### src/hw/btd_pkg.sv
`default_nettype none
package btd_pkg;
	// =====================================================
	// register map
	localparam logic [2:0] REG_CTRL = 3'h0;
	localparam logic [2:0] REG_DEF = 3'h1;
	localparam logic [2:0] REG_REL = 3'h2;
	localparam logic [2:0] REG_LEN_LO = 3'h3;
	localparam logic [2:0] REG_LEN_HI = 3'h4;
	localparam logic [2:0] REG_STAT = 3'h5;
	// =====================================================
	// field positions
	localparam int CTRL_EN_BIT = 6;
	localparam int CTRL_RD_BIT = 5;
	localparam int CTRL_ILV_LSB = 0;
	localparam int CTRL_ILV_W = 4;
	localparam int DEF_DUAL_BIT = 0;
	localparam int DEF_LBC_BIT = 2;
	localparam int DEF_VBC_BIT = 3;
	localparam int REL_BURST_LSB = 0;
	localparam int REL_BURST_W = 6;
	localparam int REL_RWD_BIT = 6;
	localparam int LEN_SINGLE_BIT = 0;
	localparam int STAT_DONE_BIT = 0;
	localparam int STAT_BUSY_BIT = 1;
	localparam int STAT_ERR_BIT = 2;
	// =====================================================
	// reset values
	localparam logic [7:0] CTRL_RST = 8'h00;
	localparam logic [7:0] DEF_RST = 8'h00;
	localparam logic [7:0] REL_RST = 8'h00;
	localparam logic [7:0] LEN_RST = 8'h00;
	// =====================================================
	// counts and timing
	localparam logic [6:0] BURST_MAX = 7'h40;
	localparam logic [7:0] BPC_D32 = 8'h04;
	localparam logic [7:0] BPC_D16 = 8'h02;
	localparam int CLK_PERIOD_NS = 10;
	localparam int ILV_UNIT_NS = 1000;
	localparam int ILV_UNIT_CYC = ILV_UNIT_NS / CLK_PERIOD_NS;
	// =====================================================
	// sequencer states
	typedef enum logic [3:0] {
		ST_IDLE, ST_INIT_ACK, ST_VREQ, ST_LREQ, ST_LOC, ST_VME,
		ST_NEXT, ST_XCROSS, ST_ILV, ST_DONE
	} btd_state_t;
endpackage : btd_pkg
`default_nettype wire

### src/hw/btd_addr_cnt.sv
`default_nettype none
module btd_addr_cnt #(
	parameter int W = 8
) (
	input wire logic core_clk,
	input wire logic reset_n,
	input wire logic load,
	input wire logic [W-1:0] load_val,
	input wire logic inc,
	input wire logic [W-1:0] step,
	output logic [W-1:0] cnt,
	output logic wrap_next
);
	logic [W-1:0] cnt_r;
	logic [W:0] sum;

	assign sum = {1'b0, cnt_r} + {1'b0, step};
	// carry out marks the cycle before a crossing
	assign wrap_next = sum[W];
	assign cnt = cnt_r;

	always_ff @(posedge core_clk) begin
		if (!reset_n) begin
			cnt_r <= '0;
		end else if (load) begin
			cnt_r <= load_val;
		end else if (inc) begin
			cnt_r <= sum[W-1:0];
		end
	end
endmodule : btd_addr_cnt
`default_nettype wire

### src/hw/btd_ilv_timer.sv
`default_nettype none
module btd_ilv_timer #(
	parameter int UNIT = btd_pkg::ILV_UNIT_CYC,
	parameter int W = btd_pkg::CTRL_ILV_W
) (
	input wire logic core_clk,
	input wire logic reset_n,
	input wire logic load,
	input wire logic [W-1:0] units,
	output logic expired
);
	localparam logic [15:0] PRE_TOP = 16'(UNIT - 1);
	logic [15:0] pre_r;
	logic [W-1:0] left_r;
	logic tick;

	// one-cycle enable per interleave unit
	assign tick = (pre_r == PRE_TOP);
	assign expired = (left_r == '0) && !load;

	always_ff @(posedge core_clk) begin
		if (!reset_n || load || tick) begin
			pre_r <= '0;
		end else begin
			pre_r <= pre_r + 16'h0001;
		end
	end

	always_ff @(posedge core_clk) begin
		if (!reset_n) begin
			left_r <= '0;
		end else if (load) begin
			left_r <= units;
		end else if (tick && left_r != '0) begin
			left_r <= left_r - 1'b1;
		end
	end
endmodule : btd_ilv_timer
`default_nettype wire

### src/hw/btd_top.sv
// Overview of operation
// RULE1: enabled master write with strobes starts transfer
// RULE2: initiator starts with write carrying local address
// RULE3: load vme counter, pulse vme latch control
// RULE4: load local counter, pulse local latch
// RULE5: ack init, request vme, then local
// RULE6: external logic drives upper local address
// RULE7: strobed local access, acked, data held
// RULE8: burst of 1-64 cycles, zero means 64
// RULE9: byte length; bit0 set means one burst
// RULE10: vme crossing toggles strobe, keeps busy
// RULE11: release busy after restrobe when release-when-done
// RULE12: external logic increments upper vme address
// RULE13: latch control pulses before vme crossing
// RULE14: local latch pulses before local crossing
// RULE15: interleave period between bursts, slaves served
// RULE16: interleave master requests deadlock unless dual
// RULE17: interrupt acknowledge always deadlocked in transfer
// RULE18: external logic preserves addresses when dual
// RULE19: software clears enable after completion
// RULE20: local side should disable deadlock retry
// RULE21: completion shown in status bit zero
// RULE22: dual path enabled by definition bit zero
// RULE23: zero interleave re-requests vme, keeps local
// RULE24: end on count or error, release, report
`default_nettype none
module btd_top #(
	parameter int DW = 32,
	parameter int ILV_UNIT = btd_pkg::ILV_UNIT_CYC
) (
	input wire logic core_clk,
	input wire logic reset_n,
	input wire logic [2:0] reg_addr,
	input wire logic [7:0] reg_wdata,
	input wire logic reg_wr,
	input wire logic reg_rd,
	output logic [7:0] reg_rdata,
	input wire logic master_write_request_n,
	input wire logic phys_addr_strobe_n,
	input wire logic local_data_strobe_n,
	input wire logic [7:0] local_address_bus,
	input wire logic [7:0] local_data_bus,
	output logic local_cycle_ack_n,
	output logic vme_addr_latch_ctl,
	output logic local_addr_latch_pulse_n,
	output logic vme_bus_req,
	input wire logic vme_bus_grant,
	output logic vme_bbsy_n,
	output logic vme_as_n,
	output logic [6:0] vme_addr_lo,
	output logic vme_cycle_go,
	input wire logic vme_cycle_done,
	input wire logic vme_bus_err,
	input wire logic vme_d32,
	input wire logic [DW-1:0] vme_rdata,
	output logic local_bus_req_n,
	input wire logic local_bus_grant_n,
	output logic local_addr_drive_en,
	output logic [7:0] dma_local_addr,
	output logic dma_addr_strobe_n,
	output logic dma_data_strobe_n,
	output logic dma_write,
	input wire logic local_ack_n,
	input wire logic local_bus_err_n,
	input wire logic [DW-1:0] mem_rdata,
	output logic [DW-1:0] xfer_data,
	input wire logic iack_request,
	output logic deadlock_response,
	output logic master_cycle_pass
);
	// =====================================================
	// registers
	logic [7:0] ctrl_r, def_r, rel_r, len_lo_r, len_hi_r;
	logic done_r, err_r;
	logic set_done, set_err;
	logic en, rd_mode, dual, lbc, vbc, release_when_done;

	assign en = ctrl_r[btd_pkg::CTRL_EN_BIT];
	assign rd_mode = ctrl_r[btd_pkg::CTRL_RD_BIT];
	assign dual = def_r[btd_pkg::DEF_DUAL_BIT]; // RULE22
	assign lbc = def_r[btd_pkg::DEF_LBC_BIT];
	assign vbc = def_r[btd_pkg::DEF_VBC_BIT];
	assign release_when_done = rel_r[btd_pkg::REL_RWD_BIT];

	always_ff @(posedge core_clk) begin
		if (!reset_n) begin
			ctrl_r <= btd_pkg::CTRL_RST;
			def_r <= btd_pkg::DEF_RST;
			rel_r <= btd_pkg::REL_RST;
			len_lo_r <= btd_pkg::LEN_RST;
			len_hi_r <= btd_pkg::LEN_RST;
		end else if (reg_wr) begin
			if (reg_addr == btd_pkg::REG_CTRL) begin
				ctrl_r <= reg_wdata;
			end else if (reg_addr == btd_pkg::REG_DEF) begin
				def_r <= reg_wdata;
			end else if (reg_addr == btd_pkg::REG_REL) begin
				rel_r <= reg_wdata;
			end else if (reg_addr == btd_pkg::REG_LEN_LO) begin
				len_lo_r <= reg_wdata;
			end else if (reg_addr == btd_pkg::REG_LEN_HI) begin
				len_hi_r <= reg_wdata;
			end
		end
	end

	// sticky flags: a new event wins over a clear
	logic clr_stat;
	assign clr_stat = reg_wr && reg_addr == btd_pkg::REG_STAT;

	always_ff @(posedge core_clk) begin
		if (!reset_n) begin
			done_r <= 1'b0;
			err_r <= 1'b0;
		end else begin
			if (set_done) begin
				done_r <= 1'b1; // RULE21
			end else if (clr_stat && reg_wdata[btd_pkg::STAT_DONE_BIT]) begin
				done_r <= 1'b0;
			end
			if (set_err) begin
				err_r <= 1'b1;
			end else if (clr_stat && reg_wdata[btd_pkg::STAT_ERR_BIT]) begin
				err_r <= 1'b0;
			end
		end
	end

	// =====================================================
	// sequencer
	btd_pkg::btd_state_t st_r;
	logic busy;
	logic [7:0] stat_val;

	assign busy = (st_r != btd_pkg::ST_IDLE);

	always_comb begin
		stat_val = 8'h00;
		stat_val[btd_pkg::STAT_DONE_BIT] = done_r;
		stat_val[btd_pkg::STAT_BUSY_BIT] = busy;
		stat_val[btd_pkg::STAT_ERR_BIT] = err_r;
	end

	always_ff @(posedge core_clk) begin
		if (!reset_n) begin
			reg_rdata <= 8'h00;
		end else if (reg_rd) begin
			if (reg_addr == btd_pkg::REG_CTRL) begin
				reg_rdata <= ctrl_r;
			end else if (reg_addr == btd_pkg::REG_DEF) begin
				reg_rdata <= def_r;
			end else if (reg_addr == btd_pkg::REG_REL) begin
				reg_rdata <= rel_r;
			end else if (reg_addr == btd_pkg::REG_LEN_LO) begin
				reg_rdata <= len_lo_r;
			end else if (reg_addr == btd_pkg::REG_LEN_HI) begin
				reg_rdata <= len_hi_r;
			end else if (reg_addr == btd_pkg::REG_STAT) begin
				reg_rdata <= stat_val;
			end else begin
				reg_rdata <= 8'h00;
			end
		end
	end

	// =====================================================
	// counters and interleave timer
	logic init_hit, vinc, linc, vwrap, lwrap;
	logic [7:0] vcnt, bpc;
	logic tm_load, tm_exp;

	assign bpc = vme_d32 ? btd_pkg::BPC_D32 : btd_pkg::BPC_D16;
	assign init_hit = (st_r == btd_pkg::ST_IDLE) && en && !master_write_request_n
		&& !phys_addr_strobe_n && !local_data_strobe_n; // RULE1

	btd_addr_cnt #(.W(8)) u_vcnt (
		.core_clk(core_clk),
		.reset_n(reset_n),
		.load(init_hit),
		.load_val(local_address_bus), // RULE3
		.inc(vinc),
		.step(bpc),
		.cnt(vcnt),
		.wrap_next(vwrap)
	);

	btd_addr_cnt #(.W(8)) u_lcnt (
		.core_clk(core_clk),
		.reset_n(reset_n),
		.load(init_hit),
		.load_val(local_data_bus), // RULE4
		.inc(linc),
		.step(bpc),
		.cnt(dma_local_addr),
		.wrap_next(lwrap)
	);

	// only seven address lines leave
	assign vme_addr_lo = vcnt[7:1]; // RULE12

	btd_ilv_timer #(.UNIT(ILV_UNIT), .W(btd_pkg::CTRL_ILV_W)) u_ilv (
		.core_clk(core_clk),
		.reset_n(reset_n),
		.load(tm_load),
		.units(ctrl_r[btd_pkg::CTRL_ILV_LSB +: btd_pkg::CTRL_ILV_W]),
		.expired(tm_exp)
	);

	// =====================================================
	// transfer state
	logic [15:0] left_r;
	logic [6:0] burst_r;
	logic single_r, lheld_r, go_sent_r, xing_r, vpulse_r, lpulse_r;
	logic [DW-1:0] hold_r;
	logic last_cyc, ilv_zero;
	logic [6:0] burst_len;

	assign burst_len = (rel_r[btd_pkg::REL_BURST_LSB +: btd_pkg::REL_BURST_W] == '0)
		? btd_pkg::BURST_MAX
		: {1'b0, rel_r[btd_pkg::REL_BURST_LSB +: btd_pkg::REL_BURST_W]}; // RULE8
	assign ilv_zero = (ctrl_r[btd_pkg::CTRL_ILV_LSB +: btd_pkg::CTRL_ILV_W] == '0);
	assign last_cyc = single_r ? 1'b0 : (left_r == '0);
	assign vinc = (st_r == btd_pkg::ST_VME) && vme_cycle_done;
	assign linc = (st_r == btd_pkg::ST_LOC) && !local_ack_n;
	assign tm_load = (st_r == btd_pkg::ST_NEXT) && (burst_r == '0);
	assign set_err = (vinc && vme_bus_err) || (linc && !local_bus_err_n);
	assign set_done = (st_r == btd_pkg::ST_DONE);

	always_ff @(posedge core_clk) begin
		if (!reset_n) begin
			st_r <= btd_pkg::ST_IDLE;
		end else begin
			case (st_r)
				btd_pkg::ST_IDLE: begin
					if (init_hit) begin
						st_r <= btd_pkg::ST_INIT_ACK;
					end
				end
				btd_pkg::ST_INIT_ACK: begin
					if (local_data_strobe_n) begin
						st_r <= btd_pkg::ST_VREQ; // RULE5
					end
				end
				btd_pkg::ST_VREQ: begin
					if (vme_bus_grant) begin
						st_r <= lheld_r ? (rd_mode ? btd_pkg::ST_VME : btd_pkg::ST_LOC)
							: btd_pkg::ST_LREQ;
					end
				end
				btd_pkg::ST_LREQ: begin
					if (!local_bus_grant_n) begin
						st_r <= rd_mode ? btd_pkg::ST_VME : btd_pkg::ST_LOC;
					end
				end
				btd_pkg::ST_LOC: begin
					if (!local_ack_n) begin
						if (!local_bus_err_n) begin
							st_r <= btd_pkg::ST_DONE; // RULE24
						end else begin
							st_r <= rd_mode ? btd_pkg::ST_NEXT : btd_pkg::ST_VME;
						end
					end
				end
				btd_pkg::ST_VME: begin
					if (vme_cycle_done) begin
						if (vme_bus_err) begin
							st_r <= btd_pkg::ST_DONE; // RULE24
						end else begin
							st_r <= rd_mode ? btd_pkg::ST_LOC : btd_pkg::ST_NEXT;
						end
					end
				end
				btd_pkg::ST_NEXT: begin
					if (last_cyc || (single_r && burst_r == '0)) begin
						st_r <= btd_pkg::ST_DONE; // RULE9 RULE24
					end else if (burst_r == '0) begin
						st_r <= ilv_zero ? btd_pkg::ST_VREQ : btd_pkg::ST_ILV; // RULE23
					end else if (xing_r) begin
						st_r <= btd_pkg::ST_XCROSS; // RULE10
					end else begin
						st_r <= rd_mode ? btd_pkg::ST_VME : btd_pkg::ST_LOC;
					end
				end
				btd_pkg::ST_XCROSS: begin
					st_r <= rd_mode ? btd_pkg::ST_VME : btd_pkg::ST_LOC;
				end
				btd_pkg::ST_ILV: begin
					if (tm_exp) begin
						st_r <= btd_pkg::ST_VREQ; // RULE15
					end
				end
				btd_pkg::ST_DONE: begin
					st_r <= btd_pkg::ST_IDLE;
				end
				default: begin
					st_r <= btd_pkg::ST_IDLE;
				end
			endcase
		end
	end

	// length, burst and crossing bookkeeping
	always_ff @(posedge core_clk) begin
		if (!reset_n) begin
			left_r <= '0;
			burst_r <= '0;
			single_r <= 1'b0;
			xing_r <= 1'b0;
		end else if (init_hit) begin
			left_r <= {len_hi_r, len_lo_r}; // RULE9
			single_r <= len_lo_r[btd_pkg::LEN_SINGLE_BIT];
			burst_r <= burst_len;
			xing_r <= 1'b0;
		end else if (vinc) begin
			left_r <= (left_r > {8'h00, bpc}) ? left_r - {8'h00, bpc} : '0;
			burst_r <= burst_r - 7'h01;
			xing_r <= vbc && vwrap;
		end else if (st_r == btd_pkg::ST_XCROSS) begin
			xing_r <= 1'b0;
		end else if (st_r == btd_pkg::ST_VREQ && vme_bus_grant) begin
			burst_r <= burst_len;
			xing_r <= 1'b0;
		end
	end

	// data held between bus halves
	always_ff @(posedge core_clk) begin
		if (!reset_n) begin
			hold_r <= '0;
		end else if (linc && !rd_mode) begin
			hold_r <= mem_rdata; // RULE7
		end else if (vinc && rd_mode) begin
			hold_r <= vme_rdata;
		end
	end
	assign xfer_data = hold_r;

	// =====================================================
	// vme ownership: bbsy held through crossings, released per policy
	always_ff @(posedge core_clk) begin
		if (!reset_n) begin
			vme_bus_req <= 1'b0;
			vme_bbsy_n <= 1'b1;
			vme_as_n <= 1'b1;
			go_sent_r <= 1'b0;
		end else begin
			vme_bus_req <= (st_r == btd_pkg::ST_INIT_ACK && local_data_strobe_n)
				|| (st_r == btd_pkg::ST_VREQ && !vme_bus_grant)
				|| (st_r == btd_pkg::ST_NEXT && tm_load && ilv_zero && !last_cyc
					&& !single_r);
			if (st_r == btd_pkg::ST_VREQ && vme_bus_grant) begin
				vme_bbsy_n <= 1'b0;
				vme_as_n <= 1'b0;
			end else if (st_r == btd_pkg::ST_NEXT && xing_r && burst_r != '0) begin
				vme_as_n <= 1'b1; // RULE10
			end else if (st_r == btd_pkg::ST_XCROSS) begin
				vme_as_n <= 1'b0;
				if (release_when_done) begin
					vme_bbsy_n <= 1'b1; // RULE11
				end
			end else if (tm_load || st_r == btd_pkg::ST_DONE) begin
				vme_bbsy_n <= 1'b1;
				vme_as_n <= 1'b1;
			end
			if (st_r != btd_pkg::ST_VME) begin
				go_sent_r <= 1'b0;
			end else begin
				go_sent_r <= !vme_cycle_done;
			end
		end
	end
	assign vme_cycle_go = (st_r == btd_pkg::ST_VME) && !go_sent_r;

	// local ownership: kept across a zero interleave
	always_ff @(posedge core_clk) begin
		if (!reset_n) begin
			lheld_r <= 1'b0;
		end else if (st_r == btd_pkg::ST_LREQ && !local_bus_grant_n) begin
			lheld_r <= 1'b1;
		end else if ((tm_load && !ilv_zero) || st_r == btd_pkg::ST_DONE) begin
			lheld_r <= 1'b0; // RULE23
		end
	end

	assign local_bus_req_n = !(st_r == btd_pkg::ST_LREQ || lheld_r); // RULE5
	assign local_addr_drive_en = lheld_r;
	assign dma_addr_strobe_n = !(st_r == btd_pkg::ST_LOC); // RULE7
	assign dma_data_strobe_n = !(st_r == btd_pkg::ST_LOC);
	assign dma_write = rd_mode;
	assign local_cycle_ack_n = !(st_r == btd_pkg::ST_INIT_ACK); // RULE5

	// =====================================================
	// latch pulses; vme polarity follows dual path
	always_ff @(posedge core_clk) begin
		if (!reset_n) begin
			vpulse_r <= 1'b0;
			lpulse_r <= 1'b0;
		end else begin
			vpulse_r <= init_hit || (vme_cycle_go && vbc && vwrap); // RULE3 RULE13
			lpulse_r <= init_hit || (st_r == btd_pkg::ST_LOC && local_ack_n
				&& lbc && lwrap && !lpulse_r); // RULE4 RULE14
		end
	end
	assign vme_addr_latch_ctl = vpulse_r ? dual : !dual; // RULE13
	assign local_addr_latch_pulse_n = !lpulse_r;

	// =====================================================
	// requests while a transfer runs
	logic mreq;
	assign mreq = !master_write_request_n && !phys_addr_strobe_n;
	assign master_cycle_pass = (st_r == btd_pkg::ST_ILV) && dual && mreq; // RULE16
	assign deadlock_response = busy && st_r != btd_pkg::ST_INIT_ACK
		&& (iack_request // RULE17
			|| (mreq && !(st_r == btd_pkg::ST_ILV && dual))); // RULE16
endmodule : btd_top
`default_nettype wire
### config.mk
export PLATFORM = sky130hd
export DESIGN_NAME = btd_top
export DESIGN_NICKNAME = d
export VERILOG_FILES = /design/src/hw/btd_pkg.sv /design/src/hw/btd_addr_cnt.sv /design/src/hw/btd_ilv_timer.sv /design/src/hw/btd_top.sv
export SDC_FILE = /design/constraint.sdc
export NUM_CORES = 1
export LEC_CHECK = 0
export ABC_AREA = 1
export BUFFER_PORTS_ARGS = -buffer_cell sky130_fd_sc_hd__clkbuf_2
export CORE_AREA = 2 2 98 171
export DETAILED_ROUTE_END_ITERATION = 8
export DIE_AREA = 0 0 100 173
export GPL_ROUTABILITY_DRIVEN = 0
export GPL_TIMING_DRIVEN = 0
export HOLD_SLACK_MARGIN = 0.12
export PLACE_DENSITY = 0.83
export SLEW_MARGIN = 20
export SYNTH_ARGS = -nofsm -noshare
export SYNTH_HDL_FRONTEND = slang
export SYNTH_SLANG_ARGS = --single-unit
### constraint.sdc
create_clock -name core_clk -period 2.3 [get_ports core_clk]
set_input_delay 0.23 -clock core_clk [delete_from_list [all_inputs] [get_ports core_clk]]
set_output_delay 0.23 -clock core_clk [all_outputs]
set_load 0.02 [all_outputs]
# Word-level counts from Yosys, hierarchy flattened
# Cells that the tools add are included.
# classes
bitwise_logic	5
reduce_logical	106
n_eq_ne	27
n_lt_le_gt_ge	1
n_mux	60
add_sub_neg	6
# ops
operator	n
8-bit 2-to-1 mux	9
32-bit 2-to-1 mux	2
4-bit 2-to-1 mux	15
16-bit 2-to-1 mux	3
1-bit logical AND	42
4-bit one-hot mux with 9 select lines	1
7-bit 2-to-1 mux	5
1-bit zero test	21
1-bit 2-to-1 mux	20
8-bit by 3-bit adder with 9-bit output	2
16-bit by 1-bit adder with 16-bit output, second input constant	1
16-bit by 7-bit equality test with 1-bit output, second input constant	1
4-bit by 3-bit equality test with 1-bit output, second input constant	4
16-bit by 3-bit greater-than comparator with 1-bit output	1
16-bit zero test	1
2-bit != test, second input constant	8
16-bit by 3-bit subtractor with 16-bit output	1
2-bit nonzero test	7
4-bit zero test	3
1-bit logical OR	12
4-bit nonzero test	3
3-bit nonzero test	3
4-bit by 2-bit equality test with 1-bit output, second input constant	2
4-bit equality test, second input constant	2
other kinds (24)	36
# word_totals
wordCells	230
ff_bits	154
inputBits	106

# Depth between registers and ports, before layout
# logic_depth
ltp_word	7
ltp_mapped	12
mapped_depth_nobuf	11

# Cells and area by module
# From an unflattened synthesis, not the netlist that was laid out.
# hier_totals
cells_unflattened	1338
hier_area_um2	8668.3
# by_module_without_submodules
mod	area_each_um2	cells_per_inst	instances	seq_area_each_um2
btd_top	6132.1	958	1	2362.3
btd_addr_cnt	701.9	106	2	160.2
btd_ilv_timer	1132.3	168	1	400.4

# Worst setup path before layout
# No wires, ideal clock.
# synth_timing
path_type	reg2reg
startpoint	reg u_vcnt.cnt_r[1] (netlist: u_vcnt.cnt[1])
endpoint	reg u_vcnt.cnt_r[7] (netlist: u_vcnt.cnt[7])
period_less_slack_ns	1.731
arrival_ns	1.621
setup_slack_ns	0.569
setup_time_ns	0.110
stages_incl_launch_ff	10
path_buffers	0
path_cell_list	dfxtp_1 ha_1 inv_1 fa_1 nor2_1 nand3_1 o21ai_0 o211ai_1 nand2_1 inv_1
# synth_via
elab_chain_cells	3
# synth_lines
item	line_no	text
start, declared	btd_addr_cnt.sv:14	logic [W-1:0] cnt_r;
start signal, assigned	btd_addr_cnt.sv:26	cnt_r <= load_val;
start signal, assigned	btd_addr_cnt.sv:28	cnt_r <= sum[W-1:0];
8-bit by 3-bit adder with 9-bit output	btd_addr_cnt.sv:17	assign sum = {1'b0, cnt_r} + {1'b0, step};
8-bit 2-to-1 mux	btd_addr_cnt.sv:27	end else if (inc) begin
8-bit 2-to-1 mux	btd_addr_cnt.sv:25	end else if (load) begin
# No other way between the ends. The select of a mux whose other input is x is not followed.
# A chain may end at the register's enable or synchronous reset.

# Worst setup path in the final report
# layout_timing
startpoint	reg st_r[3]
endpoint	out deadlock_response
# layout_via
elab_chain_cells	6
elab_cells_between_ends	9
classes_between	eq/ne: 2; reduce/logical: 7
# layout_lines
item	line_no	text
start, declared	btd_top.sv:131	btd_pkg::btd_state_t st_r;
start signal, assigned	btd_top.sv:231	st_r <= btd_pkg::ST_IDLE;
start signal, assigned	btd_top.sv:236	st_r <= btd_pkg::ST_INIT_ACK;
start signal, assigned	btd_top.sv:241	st_r <= btd_pkg::ST_VREQ;
4-bit equality test	btd_top.sv:414	|| (mreq && !(st_r == btd_pkg::ST_ILV && dual)));
1-bit logical AND	btd_top.sv:414	
1-bit zero test	btd_top.sv:414	
1-bit logical AND	btd_top.sv:414	
1-bit logical OR	btd_top.sv:414	
1-bit logical AND *	btd_top.sv:413	&& (iack_request
end, declared	btd_top.sv:68	output logic deadlock_response,
# Mark *: on every way between the ends. The rest lies on a longest branch, timed or not.

==> results.tsv <==
stage	metric	value	unit
cts	clk_latency	0.43	ns
routing	dr.first_iter.drc_count	727	
layout	areaGrowthSynthToFinish	28.72	%
global_route	track_usage	29.87	%
layout	largest_register_ffs	32	
sta	finalHoldViolations	0	
power	leakage	4.385	nW
setup_path	cp_max_fo	4	
setup_path	cp.arrival	1.86	ns
sta	period_minus_slack	2.089	ns
routing	wire_per_inst	16.77	um
yosys	ys_types	40	
routing	postRouteAntennaNets	0	
routing	viasPerCell	5.584	
sta	finalSetupViolations	0	
global_route	grt_antenna_before_repair	0	
floorplan	core	15880	um^2
setup_path	cp_top_family	simple AND/OR/NAND/NOR gates	
sta	rsz0062_at_grt	false	
yosys	synthCells	1147	
sta	slew_viol_final	0	
setup_path	cp.required	2.07	ns
setup_path	cp_common_cell	a21oi_1	
floorplan	die_h	173	um
layout	final_common_cell	nand2_1	
routing	totalWireLength	26790	um
yosys	ys_seq_elements	153	
yosys	ys_top_cells_by_area	dfxtp_1 (39%), nand2_1 (11%), a21oi_1 (8.3%)	
global_route	overflow	0	
setup_path	slowest_stage	dfxtp_1	
power	ir_drop	420.7	uV
setup_path	crit_type	reg -> out	
cts	cts_tree	built	
yosys	synth.net_count	1267	
sta	fmax	478.8	MHz
yosys	yosysTopAreaCell	dfxtp_1	
cts	cts.sinks	153	
setup_path	slowest_delay	0.46	ns
floorplan	row_count	61	
floorplan	die_w	100	um
routing	drc_errors	0	
sta	worst_pin_slew	0.8769	ns
floorplan	dieArea	17300	um^2
yosys	ys_warn_count	0	
layout	layout_common_cells	nand2_1 (226), clkbuf_2 (171), dfxtp_1 (153), nor2_1 (131), a21oi_1 (129)	
yosys	post-synth-top-area-fraction	39.21	%
yosys	yosysSeqAreaShare	39.21	%
placement	portBuffers	171	
global_route	grt_max_degree	17	
cts	cts_buffer_depth	2	
setup_path	cp-start-kind	flip-flop	
layout	drive_above_1_share	17.54	%
sta	layout_setup_ws	0.2115	ns
setup_path	crit_chain	inv_2 -> nor3_1 -> nand2_1 -> a21oi_1 -> a21oi_1 -> clkbuf_2	
global_route	grt_pass1_vias	8590	
sta	slew_headroom	41.54	%
sta	tns	0	ns
placement	detailedPlace.worstSlack	0.008162	ns
cts	clkTransAtPathRegs	0.06	ns
sta	skew	0.01404	ns
hold_path	hold_class	in -> reg	
setup_path	end_kind	output port	
cts	cts_inserted_buffers	17	
power	total_power	6.177	mW
cts	cts-root-buf	clkbuf_16	
power	p_per_area	614.3	nW/um^2
cts	post_cts_resized	0	
layout	antenna_cells	0	
sta	period_share	90.81	%
routing	via_count	8918	
floorplan	io_pins	175	
run_status	status	completed	
cts	cts.htree.levels	4	
layout	nets	1515	
yosys	synth.avg_cell_area	6.811	um^2
setup_path	ff2ff_setup_slack	0.22	ns
global_route	grt_pass1_wl	41130	um
cts	post-cts-setup-buffers	0	
run	drv_cap	0	
placement	place_hpwl	19300	um
routing	first_pass_iters	8	
floorplan	initial_core_util	49.21	%
layout	fillCellCount	1404	
setup_path	critPathBufInv	2	
yosys	synth_area	7812	um^2
-- layout make-up --
type | instances | area [um^2] | share of cell area [%]
flip-flops and latches | 153 | 3063 | 30.46
plain buffers | 48 | 222.7 | 2.215
clock inverters | 11 | 110.1 | 1.095
clock buffers | 21 | 460.4 | 4.579
inverters | 131 | 491.7 | 4.890
well taps | 189 | 236.5 | 2.352
repair buffers | 229 | 1436 | 14.28
multi-input cells | 815 | 4035 | 40.13
-- cells by family after synthesis --
family	Yosys count	synth area share, %
fa+ha+maj	14	2.530
buf+inv	179	9.145
xor+xnor	22	2.466
compound gates	292	19.89
simple gates	487	26.76
flops	153	39.21
-- report_power, final --
part | internal (mW) | switching, mW | total, mW
clock network | 1.56 | 1.19 | 2.76
registers | 2.70 | 0.0400 | 2.74
logic | 0.266 | 0.419 | 0.685
total | 4.53 | 1.65 | 6.18
-- Yosys cell counts --
library cell,instances
nand2_1,226
dfxtp_1,153
nor2_1,131
a21oi_1,129
inv_1,125
o21ai_0,103
nand3_1,63
clkbuf_1,24
o22ai_1,23
nand4_1,21
nor3_1,19
xor2_1,17
buf_2,16
a31oi_1,14
ha_1,11
o21ai_1,9
inv_2,6
or2_2,6
nand3b_1,5
nor2_4,5
o211ai_1,5
xnor2_1,5
buf_4,4
buf_1,3
fa_1,3
nor2_2,3
nor4_1,3
a211oi_1,2
nand2_2,2
a211o_1,1
a21boi_0,1
buf_6,1
nand2_4,1
nor3_2,1
o21a_1,1
o21ai_4,1
o21bai_1,1
o221ai_1,1
o31ai_1,1
or2_1,1
-- metrics by stage --
stage	utilization, %	area (um^2)	hold slack (ns)	std cells
after floorplan	-	7812	0.3649	1147
after global placement	56.09	8905	0.4293	1507
after detailed placement	56.09	8905	0.4360	1507
after CTS	63.34	10060	0.1229	1597
after global routing	63.34	10060	0.1475	1597
final	63.34	10060	0.1179	1597
-- worst paths after layout --
| check | start | end | depth (start not counted) |
|---|---|---|---|
| max reg2reg | st_r[2]$_SDFFE_PN0P_ | u_lcnt.cnt[7]$_SDFFE_PN0P_ | 9 |
| max | st_r[3]$_SDFFE_PN0P_ | deadlock_response | 6 |
| min reg2reg | u_ilv.pre_r[0]$_SDFF_PP0_ | u_ilv.pre_r[0]$_SDFF_PP0_ | 1 |
| min | local_address_bus[6] | u_vcnt.cnt[6]$_SDFFE_PN0P_ | 3 |
-- worst min-delay path: stages --
cell and delay (ns):
clkbuf_2 0.09, o21ai_0 0.08, a21oi_1 0.11
-- metal layers --
| layer | part of all wire (%) | vias up | wire [um] | global-route usage, % |
|---|---|---|---|---|
| met3 | 6.8 | 112 | 1818 | 6.548 |
| li1 | - | 4288 | - | - |
| met4 | 6.0 | 0 | 1618 | 18.15 |
| met5 | 0 | - | 0 | 0 |
| met2 | 51 | 448 | 13740 | 53.80 |
| met1 | 36 | 4070 | 9614 | 30.73 |
-- repair_timing --
action,4_1_cts,5_1_grt
hold buffers,58,0
setup endpoints to repair,0,0
endpoints found under the hold margin,40,0
Power figures use the tool's default switching activity.
